<file path="src/common/udc_defines.svh">
`ifndef UDC_DEFINES_SVH
`define UDC_DEFINES_SVH
`define UDC_CNT_W 4
`define UDC_CNT_RST 4'h0
`define UDC_CNT_MAX 4'hf
`define UDC_CNT_MIN 4'h0
`define UDC_SYNC_RST 3'h0
`endif

</file>
<file path="src/common/udc_pkg.sv">
package udc_pkg;
	typedef struct packed {
		logic countUp;
		logic countDown;
		logic masterClear;
		logic presetStrobe_n;
	} udc_ctl_t;
	typedef enum logic [1:0] {
		UDC_IDLE = 2'b00,
		UDC_UP = 2'b01,
		UDC_DOWN = 2'b10,
		UDC_MISUSE = 2'b11
	} udc_evt_t;
endpackage

</file>
<file path="src/hw/udc_counter4.sv">
`timescale 1ns/1ps
`include "udc_defines.svh"
module udc_counter4 #(
	parameter int CNT_W = `UDC_CNT_W
) (
	input wire logic clk,
	input wire logic sys_rst,
	input wire logic count_up_clock,
	input wire logic count_down_clock,
	input wire logic master_clear,
	input wire logic preset_strobe_n,
	input wire logic [CNT_W-1:0] preset_value,
	output logic [CNT_W-1:0] count_value,
	output logic carry_out_n,
	output logic borrow_out_n,
	output logic misuse_pulse
);
	// Pins are asynchronous to clk: control pins get three stages, change counted when stages 2 and 3 agree; preset_value gets two stages
	logic [2:0] upSync_ff;
	logic [2:0] dnSync_ff;
	logic [2:0] clrSync_ff;
	logic [2:0] preSync_ff;
	logic [CNT_W-1:0] preVal1_ff;
	logic [CNT_W-1:0] preVal2_ff;
	logic upLvl_ff;
	logic dnLvl_ff;
	logic clrLvl_ff;
	logic preLvl_ff;
	logic [CNT_W-1:0] nxt_preVal2;
	logic [CNT_W-1:0] nxt_preVal1;
	logic [2:0] nxt_upSync;
	logic [2:0] nxt_dnSync;
	logic [2:0] nxt_clrSync;
	logic [2:0] nxt_preSync;
	logic nxt_upLvl;
	logic nxt_dnLvl;
	logic nxt_clrLvl;
	logic nxt_preLvl;

	function automatic logic agreed(input logic [2:0] s, input logic cur);
		agreed = (s[1] == s[2]) ? s[2] : cur;
	endfunction

	always_comb begin
		nxt_upSync = {upSync_ff[1:0], count_up_clock};
		nxt_dnSync = {dnSync_ff[1:0], count_down_clock};
		nxt_clrSync = {clrSync_ff[1:0], master_clear};
		nxt_preSync = {preSync_ff[1:0], preset_strobe_n};
		nxt_upLvl = agreed(upSync_ff, upLvl_ff);
		nxt_dnLvl = agreed(dnSync_ff, dnLvl_ff);
		nxt_clrLvl = agreed(clrSync_ff, clrLvl_ff);
		nxt_preLvl = agreed(preSync_ff, preLvl_ff);
		nxt_preVal1 = preset_value;
		nxt_preVal2 = preVal1_ff;
	end

	always_ff @(posedge clk or posedge sys_rst) begin
		if (sys_rst) begin
			upSync_ff <= 3'h7;
			dnSync_ff <= 3'h7;
			clrSync_ff <= `UDC_SYNC_RST;
			preSync_ff <= 3'h7;
			upLvl_ff <= 1'b1;
			dnLvl_ff <= 1'b1;
			clrLvl_ff <= 1'b0;
			preLvl_ff <= 1'b1;
			preVal1_ff <= `UDC_CNT_RST;
			preVal2_ff <= `UDC_CNT_RST;
		end else begin
			upSync_ff <= nxt_upSync;
			dnSync_ff <= nxt_dnSync;
			clrSync_ff <= nxt_clrSync;
			preSync_ff <= nxt_preSync;
			upLvl_ff <= nxt_upLvl;
			dnLvl_ff <= nxt_dnLvl;
			clrLvl_ff <= nxt_clrLvl;
			preLvl_ff <= nxt_preLvl;
			preVal1_ff <= nxt_preVal1;
			preVal2_ff <= nxt_preVal2;
		end
	end

	// Counter state and terminal-count outputs
	logic [CNT_W-1:0] cnt_ff;
	logic [CNT_W-1:0] nxt_cnt;
	logic carry_ff;
	logic borrow_ff;
	logic misuse_ff;
	logic nxt_carry;
	logic nxt_borrow;
	logic nxt_misuse;
	logic upRise;
	logic dnRise;
	udc_pkg::udc_evt_t evt;

	assign upRise = nxt_upLvl & ~upLvl_ff;
	assign dnRise = nxt_dnLvl & ~dnLvl_ff;

	always_comb begin
		if (upRise && nxt_dnLvl && !dnRise) begin
			evt = udc_pkg::UDC_UP;
		end else if (dnRise && nxt_upLvl && !upRise) begin
			evt = udc_pkg::UDC_DOWN;
		end else if (upRise || dnRise) begin
			evt = udc_pkg::UDC_MISUSE;
		end else begin
			evt = udc_pkg::UDC_IDLE;
		end
	end

	always_comb begin
		nxt_cnt = cnt_ff;
		nxt_misuse = 1'b0;
		if (nxt_clrLvl) begin
			nxt_cnt = `UDC_CNT_RST;
		end else if (!nxt_preLvl) begin
			nxt_cnt = preVal2_ff;
		end else begin
			// Level tracking runs during clear/preset, so a low clock still rises later
			case (evt)
				udc_pkg::UDC_UP: begin
					nxt_cnt = cnt_ff + 4'h1;
				end
				udc_pkg::UDC_DOWN: begin
					nxt_cnt = cnt_ff - 4'h1;
				end
				udc_pkg::UDC_MISUSE: begin
					// Hold rather than guess the by-two case
					nxt_misuse = 1'b1;
				end
				default: begin
					nxt_cnt = cnt_ff;
				end
			endcase
		end
		// Decoded from next count so outputs stay aligned with count_value
		nxt_carry = ~((nxt_cnt == `UDC_CNT_MAX) && !nxt_upLvl);
		nxt_borrow = ~((nxt_cnt == `UDC_CNT_MIN) && !nxt_dnLvl);
	end

	always_ff @(posedge clk or posedge sys_rst) begin
		if (sys_rst) begin
			cnt_ff <= `UDC_CNT_RST;
			carry_ff <= 1'b1;
			borrow_ff <= 1'b1;
			misuse_ff <= 1'b0;
		end else begin
			cnt_ff <= nxt_cnt;
			carry_ff <= nxt_carry;
			borrow_ff <= nxt_borrow;
			misuse_ff <= nxt_misuse;
		end
	end

	assign count_value = cnt_ff;
	assign carry_out_n = carry_ff;
	assign borrow_out_n = borrow_ff;
	assign misuse_pulse = misuse_ff;

	a_count_up: assert property (@(posedge clk) disable iff (sys_rst)
		(upRise && nxt_dnLvl && !dnRise && !nxt_clrLvl && nxt_preLvl)
		|=> (cnt_ff == $past(cnt_ff) + 4'h1))
		else $error("count up missed");
	a_count_down: assert property (@(posedge clk) disable iff (sys_rst)
		(dnRise && nxt_upLvl && !upRise && !nxt_clrLvl && nxt_preLvl)
		|=> (cnt_ff == $past(cnt_ff) - 4'h1))
		else $error("count down missed");
	a_clear_wins: assert property (@(posedge clk) disable iff (sys_rst)
		nxt_clrLvl |=> (cnt_ff == 4'h0))
		else $error("clear did not zero count");
	a_preset_load: assert property (@(posedge clk) disable iff (sys_rst)
		(!nxt_clrLvl && !nxt_preLvl) |=> (cnt_ff == $past(preVal2_ff)))
		else $error("preset value not loaded");
	a_carry_mirror: assert property (@(posedge clk) disable iff (sys_rst)
		(cnt_ff == 4'hf && !upLvl_ff) |-> !carry_out_n)
		else $error("carry not low at fifteen");
	a_borrow_mirror: assert property (@(posedge clk) disable iff (sys_rst)
		(cnt_ff == 4'h0 && !dnLvl_ff) |-> !borrow_out_n)
		else $error("borrow not low at zero");
	a_tc_rest: assert property (@(posedge clk) disable iff (sys_rst)
		(cnt_ff != 4'hf && cnt_ff != 4'h0) |-> (carry_out_n && borrow_out_n))
		else $error("terminal output low away from terminal count");
	a_misuse_hold: assert property (@(posedge clk) disable iff (sys_rst)
		misuse_pulse |-> $stable(cnt_ff) ##1 !misuse_pulse [*1])
		else $error("misuse changed count");
	a_wrap_up: assert property (@(posedge clk) disable iff (sys_rst)
		($past(cnt_ff) == 4'hf && !$past(nxt_clrLvl) && $past(nxt_preLvl)
		&& $past(evt) == udc_pkg::UDC_UP) |-> cnt_ff == 4'h0)
		else $error("up wrap wrong");
	a_wrap_down: assert property (@(posedge clk) disable iff (sys_rst)
		(cnt_ff == 4'h0 && evt == udc_pkg::UDC_DOWN && !nxt_clrLvl && nxt_preLvl)
		|=> (cnt_ff == 4'hf))
		else $error("down wrap wrong");
	a_misuse_both: assert property (@(posedge clk) disable iff (sys_rst)
		(upRise && dnRise && !nxt_clrLvl && nxt_preLvl)
		|=> (misuse_pulse && $stable(cnt_ff)))
		else $error("simultaneous rise not flagged");
	a_carry_rest: assert property (@(posedge clk) disable iff (sys_rst)
		(upLvl_ff && dnLvl_ff) |-> (carry_out_n && borrow_out_n))
		else $error("terminal output low with clocks high");
endmodule // udc_counter4

</file>
<file path="config.mk">
export PLATFORM = sky130hd
export DESIGN_NAME = udc_counter4
export DESIGN_NICKNAME = d
export VERILOG_FILES = /design/src/common/udc_pkg.sv /design/src/hw/udc_counter4.sv
export VERILOG_INCLUDE_DIRS = /design/src /design/src/common
export SDC_FILE = /design/constraint.sdc
export NUM_CORES = 1
export LEC_CHECK = 0
export BUFFER_PORTS_ARGS = -buffer_cell sky130_fd_sc_hd__clkbuf_2
export CAP_MARGIN = 0
export CELL_PAD_IN_SITES_DETAIL_PLACEMENT = 1
export CELL_PAD_IN_SITES_GLOBAL_PLACEMENT = 1
export CORE_MARGIN = 3
export CORE_UTILIZATION = 40
export DETAILED_ROUTE_END_ITERATION = 10
export GPL_ROUTABILITY_DRIVEN = 0
export GPL_TIMING_DRIVEN = 0
export PLACE_DENSITY_LB_ADDON = 0.1
export SETUP_SLACK_MARGIN = 0.02
export SYNTH_ARGS = -nofsm -noshare
export SYNTH_HDL_FRONTEND = slang
export SYNTH_SLANG_ARGS = --single-unit
</file>
<file path="constraint.sdc">
create_clock -name clk -period 3.52 [get_ports clk]
set_input_delay 0.528 -clock clk [delete_from_list [all_inputs] [get_ports clk]]
set_output_delay 0.528 -clock clk [all_outputs]
set_load 0.01 [all_outputs]
</file>
### Word level (Yosys, flattened, before mapping)

Index checks and enable logic that the tools add are counted.

* $add $sub $neg: 2
* equality and inequality tests: 8
* multiplexer cells: 13
* bitwise gates (word level): 6
* reductions and logical operators: 12

Operators with widths (count)
* 4-bit two-way mux: 2
* 4-bit one-hot mux with 2 select lines: 1
* 1-bit two-way mux: 7
* 1-bit logical AND: 6
* 2-bit two-way mux: 3
* 4-bit by 1-bit adder with 4-bit output (second input constant): 1
* 1-bit == test: 4
* 2-bit == test (second input constant): 2
* 4-bit == test (second input constant): 1
* 1-bit zero test: 4
* 4-bit zero test: 1
* 1-bit NOT: 4
* 4-bit by 1-bit subtractor with 4-bit output (second input constant): 1
* 1-bit AND: 2
* 2-bit by 1-bit == test with 1-bit output (second input constant): 1
* 1-bit logical OR: 1

* register bits after elaboration: 31
* bits of input ports: 10
* output and inout bits: 7

### Depth between registers and ports, before layout

* depth after elaboration: 14
* depth in mapped cells: 12
* gate-level depth less buffers: 12

### Worst setup path before layout

No wires, ideal clock.

* kind: reg-to-reg
* from: register upSync_ff[1]
* to: register borrow_ff (netlist: borrow_out_n)
* library setup time: 94 ps
* arrival time: 2684 ps
* setup slack: 741 ps
* stages on the path, launching flop included: 13
* period minus slack after synthesis: 2779 ps
* path through: dfstp_2 > nand2_1 > or4_1 > o21ai_0 > ha_1 > xor2_1 > ha_1 > a21oi_1 > xnor2_1 > a21oi_1 > mux2i_1 > nor2_1 > or4_1

* longest elaborated chain between the ends: 14

Ends and longest elaborated chain
* start, declared: line udc_counter4.sv:19 `logic [2:0] upSync_ff;`
* start signal, assigned: line udc_counter4.sv:70 `upSync_ff <= nxt_upSync;`
* 1-bit == test *: line udc_counter4.sv:41 `agreed = (s[1] == s[2]) ? s[2] : cur;`
* 1-bit two-way mux *: line udc_counter4.sv:41
* 1-bit AND: line udc_counter4.sv:96 `assign upRise = nxt_upLvl & ~upLvl_ff;`
* 1-bit logical OR / 1-bit zero test (equally long branches): line udc_counter4.sv:104, udc_counter4.sv:102
* 2-bit two-way mux / 1-bit logical AND (equally long branches): line udc_counter4.sv:104, udc_counter4.sv:102
* 2-bit two-way mux: line udc_counter4.sv:102 `end else if (dnRise && nxt_upLvl && !upRise) begin`
* 2-bit two-way mux *: line udc_counter4.sv:100 `if (upRise && nxt_dnLvl && !dnRise) begin`
* 2-bit == test / 2-bit by 1-bit == test with 1-bit output (equally long branches): line udc_counter4.sv:120 `case (evt)`
* 4-bit one-hot mux with 2 select lines *: line udc_counter4.sv:120
* 4-bit two-way mux *: line udc_counter4.sv:116 `end else if (!nxt_preLvl) begin`
* 4-bit two-way mux *: line udc_counter4.sv:114 `if (nxt_clrLvl) begin`
* named net nxt_cnt[2]: line udc_counter4.sv:85 `logic [CNT_W-1:0] nxt_cnt;`
* 4-bit zero test (no line) *
* 1-bit logical AND *: line udc_counter4.sv:138 `` nxt_borrow = ~((nxt_cnt == `UDC_CNT_MIN) && !nxt_dnLvl); ``
* 1-bit NOT *: line udc_counter4.sv:138
* named net nxt_borrow: line udc_counter4.sv:90 `logic nxt_borrow;`
* end signal, assigned: line udc_counter4.sv:150 `borrow_ff <= nxt_borrow;`
* end, declared: line udc_counter4.sv:87 `logic borrow_ff;`

Mark *: on every way through the listed nets, which the timed path passes. The rest lies on a longest branch.

### Worst setup path in the final report

Ends and elaborated chain as after synthesis.

==> impl_metrics.csv <==
group,metric,value,unit
routing,drt_iter0_markers,18,
routing,wl_met2,844,um
grt,grt_remaining_overflow,0,
min_path,min_from,"count_up_clock",
grt,grt_pass1_wl,3000,um
power,p_per_area,532,mW/mm2
cts,cts_tree,"built",
timing,finalSetupViolCount,0,
grt,grt_max_degree,32,
worst_setup_path,r2r-start,"upSync_ff[1]",
logic_synthesis,synth_ff_type,"dfrtp_1",
routing,vias_per_cell,4.92,
min_path,hp-class,"primary input to flop",
logic_synthesis,synth_most_common_cell,"dfrtp_1",
logic_synthesis,ys.warnings.count,0,
routing,post_drt_wl_per_cell,12.9,um
routing,routed_wl,1720,um
floorplanning,fp.coreArea,0.00259,mm2
timing,slew_viol_final,0,
logic_synthesis,synth.largest_area_cell,"dfrtp_1",
placed_design,numPortBuffers,16,
cts,root_buffer,"clkbuf_4",
floorplanning,design.die.area,0.00353,mm2
timing,hold_viol_final,0,
power,leakage,0.603,nW
cells_and_area,area_delta_synth_final,14.7,%
logic_synthesis,syn_area,0.00114,mm2
logic_synthesis,synth_common_cells,"dfrtp_1 (17), dfstp_2 (14), nor2_1 (6)",
floorplanning,io_pins,17,
timing,finalCritPeriodShare,86.7,%
placed_design,dpl-instance-area,0.00126,mm2
floorplanning,initial_core_util,44.0,%
flow_run,maxCapViolations,0,
worst_setup_path,crit_fanout,5,
timing,finalCriticalPeriod,3.05,ns
floorplanning,die_h,59.4,um
grt,grt_antenna_before_repair,0,
cts,hold_buffers,0,
cells_and_area,diodes,0,
cells_and_area,fillers,266,
cts,cts_buffer_depth,2,
cts,cts.sink_count,31,
routing,route.met3.wl,99,um
timing,tightest_slew,1.04,ns
worst_setup_path,path_class,"flop to flop",
cells_and_area,drive_above_1_share,37.5,%
timing,tns,0,ns
timing,slew_headroom,30.4,%
cells_and_area,fin_util,50.5,%
routing,drtPass1Iterations,4,
logic_synthesis,ys_types,24,
routing,ant_nets,0,
logic_synthesis,async_flop_share,100,%
routing,drt-met1-wl,749,um
logic_synthesis,ys_seq_area_share,69.6,%
grt,grt_pass1_vias,681,
routing,maxUsedRoutingLayer,"met4",
worst_setup_path,crit_start,"upSync_ff[1]",
logic_synthesis,synth_top_area_share,37.3,%
placed_design,hpwl,1260,um
cts,cts-resized-gates,0,
timing,fin_skew,0.00389,ns
cells_and_area,fin_area,0.00131,mm2
timing,rsz0062_at_grt,"no",
logic_synthesis,synth_edf_count,0,
timing,fmax,0.328,GHz
worst_setup_path,worst-endpoint-arrival,3.28,ns
cts,cts_buffers,5,
floorplanning,rows,18,
cts,post_cts_buffers,0,
logic_synthesis,synth-seq-cells,31,
floorplanning,die_x,59.4,um
worst_setup_path,cp.required,3.75,ns
logic_synthesis,synth_cells,80,
cts,htree_levels,2,
cts,cts.clk_slew.worst_paths,0.08,ns
routing,vias,659,
cells_and_area,fin_nets,117,
worst_setup_path,start_kind,"flop",
routing,drcViolationCount,0,
power,peakVddDrop,0.317,mV
logic_synthesis,avgSynthCellArea,14.2,um2
logic_synthesis,synth.area.top_cells,"dfrtp_1 (37%), dfstp_2 (32%), ha_1 (4.4%)",
outcome,status,"completed",
cts,clock_latency,0.31,ns
worst_setup_path,endpoint_kind,"flop",
grt,grtUsageTotal,11.9,%
logic_synthesis,syn_nets,94,
path summary, 6_finish.rpt:
kind / endpoint / slack (ns) / depth (start not counted)
setup / recovery: borrow_out_n / 0.47 / 12
hold / removal: upSync_ff[0] / 0.29 / 1
setup reg to reg: borrow_out_n / 0.47 / 12
hold reg to reg: preVal2_ff[3] / 0.35 / 0
max in group asynchronous: nxt_preVal2[3] / 2.45 / 2
min in group asynchronous: clrSync_ff[2] / 0.45 / 2
through the flow:
| step | total power, mW | cells | hold WS [ns] | setup slack [ns] |
|---|---|---|---|---|
| 6_report | 0.696 | 134 | 0.289 | 0.469 |
| 5_1_grt | 0.746 | 134 | 0.261 | 0.173 |
| 4_1_cts | 0.714 | 134 | 0.267 | 0.438 |
| 3_5_place_dp | 0.525 | 126 | 0.336 | 0.475 |
| 3_3_place_gp | 0.520 | 126 | 0.333 | 0.567 |
| 2_1_floorplan | 0.491 | 80 | 0.331 | 0.741 |
cell families (layout without fill, tap and decap cells):
kind of cell,count (synthesis),in the layout,share of synthesized area [%]
buf+inv,4,28,1.32
xor+xnor,5,5,3.84
flops,31,31,69.6
compound gates,13,13,8.56
mux,2,2,1.76
fa+ha+maj,7,7,7.68
simple gates,18,18,7.24
registers in the layout, summed over array words and instances, names as in the netlist, 3 cells and up:
| name | flops |
|---|---|
| clrSync_ff | 3 |
| upSync_ff | 3 |
| count_value | 4 |
| preSync_ff | 3 |
| preVal2_ff | 4 |
| nxt_preVal2 | 4 |
| dnSync_ff | 3 |
report_power, final:
part | switching, mW | total, mW | internal, mW
combinational | 0.0558 | 0.105 | 0.0497
clock | 0.102 | 0.180 | 0.0777
sequential | 0.0203 | 0.411 | 0.390
per-layer routing:
| metal | GRT usage [%] | vias to the layer above |
|---|---|---|
| li1 | - | 319 |
| met1 | 14.1 | 318 |
| met2 | 18.7 | 17 |
| met3 | 5.23 | 5 |
| met4 | 4.85 | 0 |
| met5 | 0 | - |
final cells by class:
type                       instances  area, um2  area share (%)
clock inverter                     1       5.00           0.383
sequential                        31        793            60.7
tap                               30       37.5            2.87
inverter                           4       15.0            1.15
multi-input combinational         45        332            25.4
clock buffer                       7       45.0            3.44
timing repair buffer              16       80.1            6.12
worst max-delay path, stage by stage, from the launching register on:
cell	delay, ns
dfstp_2	0.56
nand2_1	0.09
or4_1	0.40
o21ai_0	0.16
ha_1	0.34
xor2_1	0.10
ha_1	0.19
a21oi_1	0.15
xnor2_1	0.14
a21oi_1	0.09
mux2i_1	0.16
nor2_1	0.09
or4_1	0.50
cells in the final DEF (no fill, tap or decap), types with 2 or more instances in the layout:
cell and n:
nor2_1 6, maj3_4 2, nand2_1 5, ha_1 4, a211o_1 3, clkbuf_2 16, a21oi_1 2, nand3_1 2
inv_1 4, or4_1 2, clkbuf_1 2, mux2i_1 2, dfrtp_1 17, o21a_1 2, nor3_1 2, clkbuf_4 5
xnor2_1 4, dfstp_2 14
(Power assumes the default switching activity.)
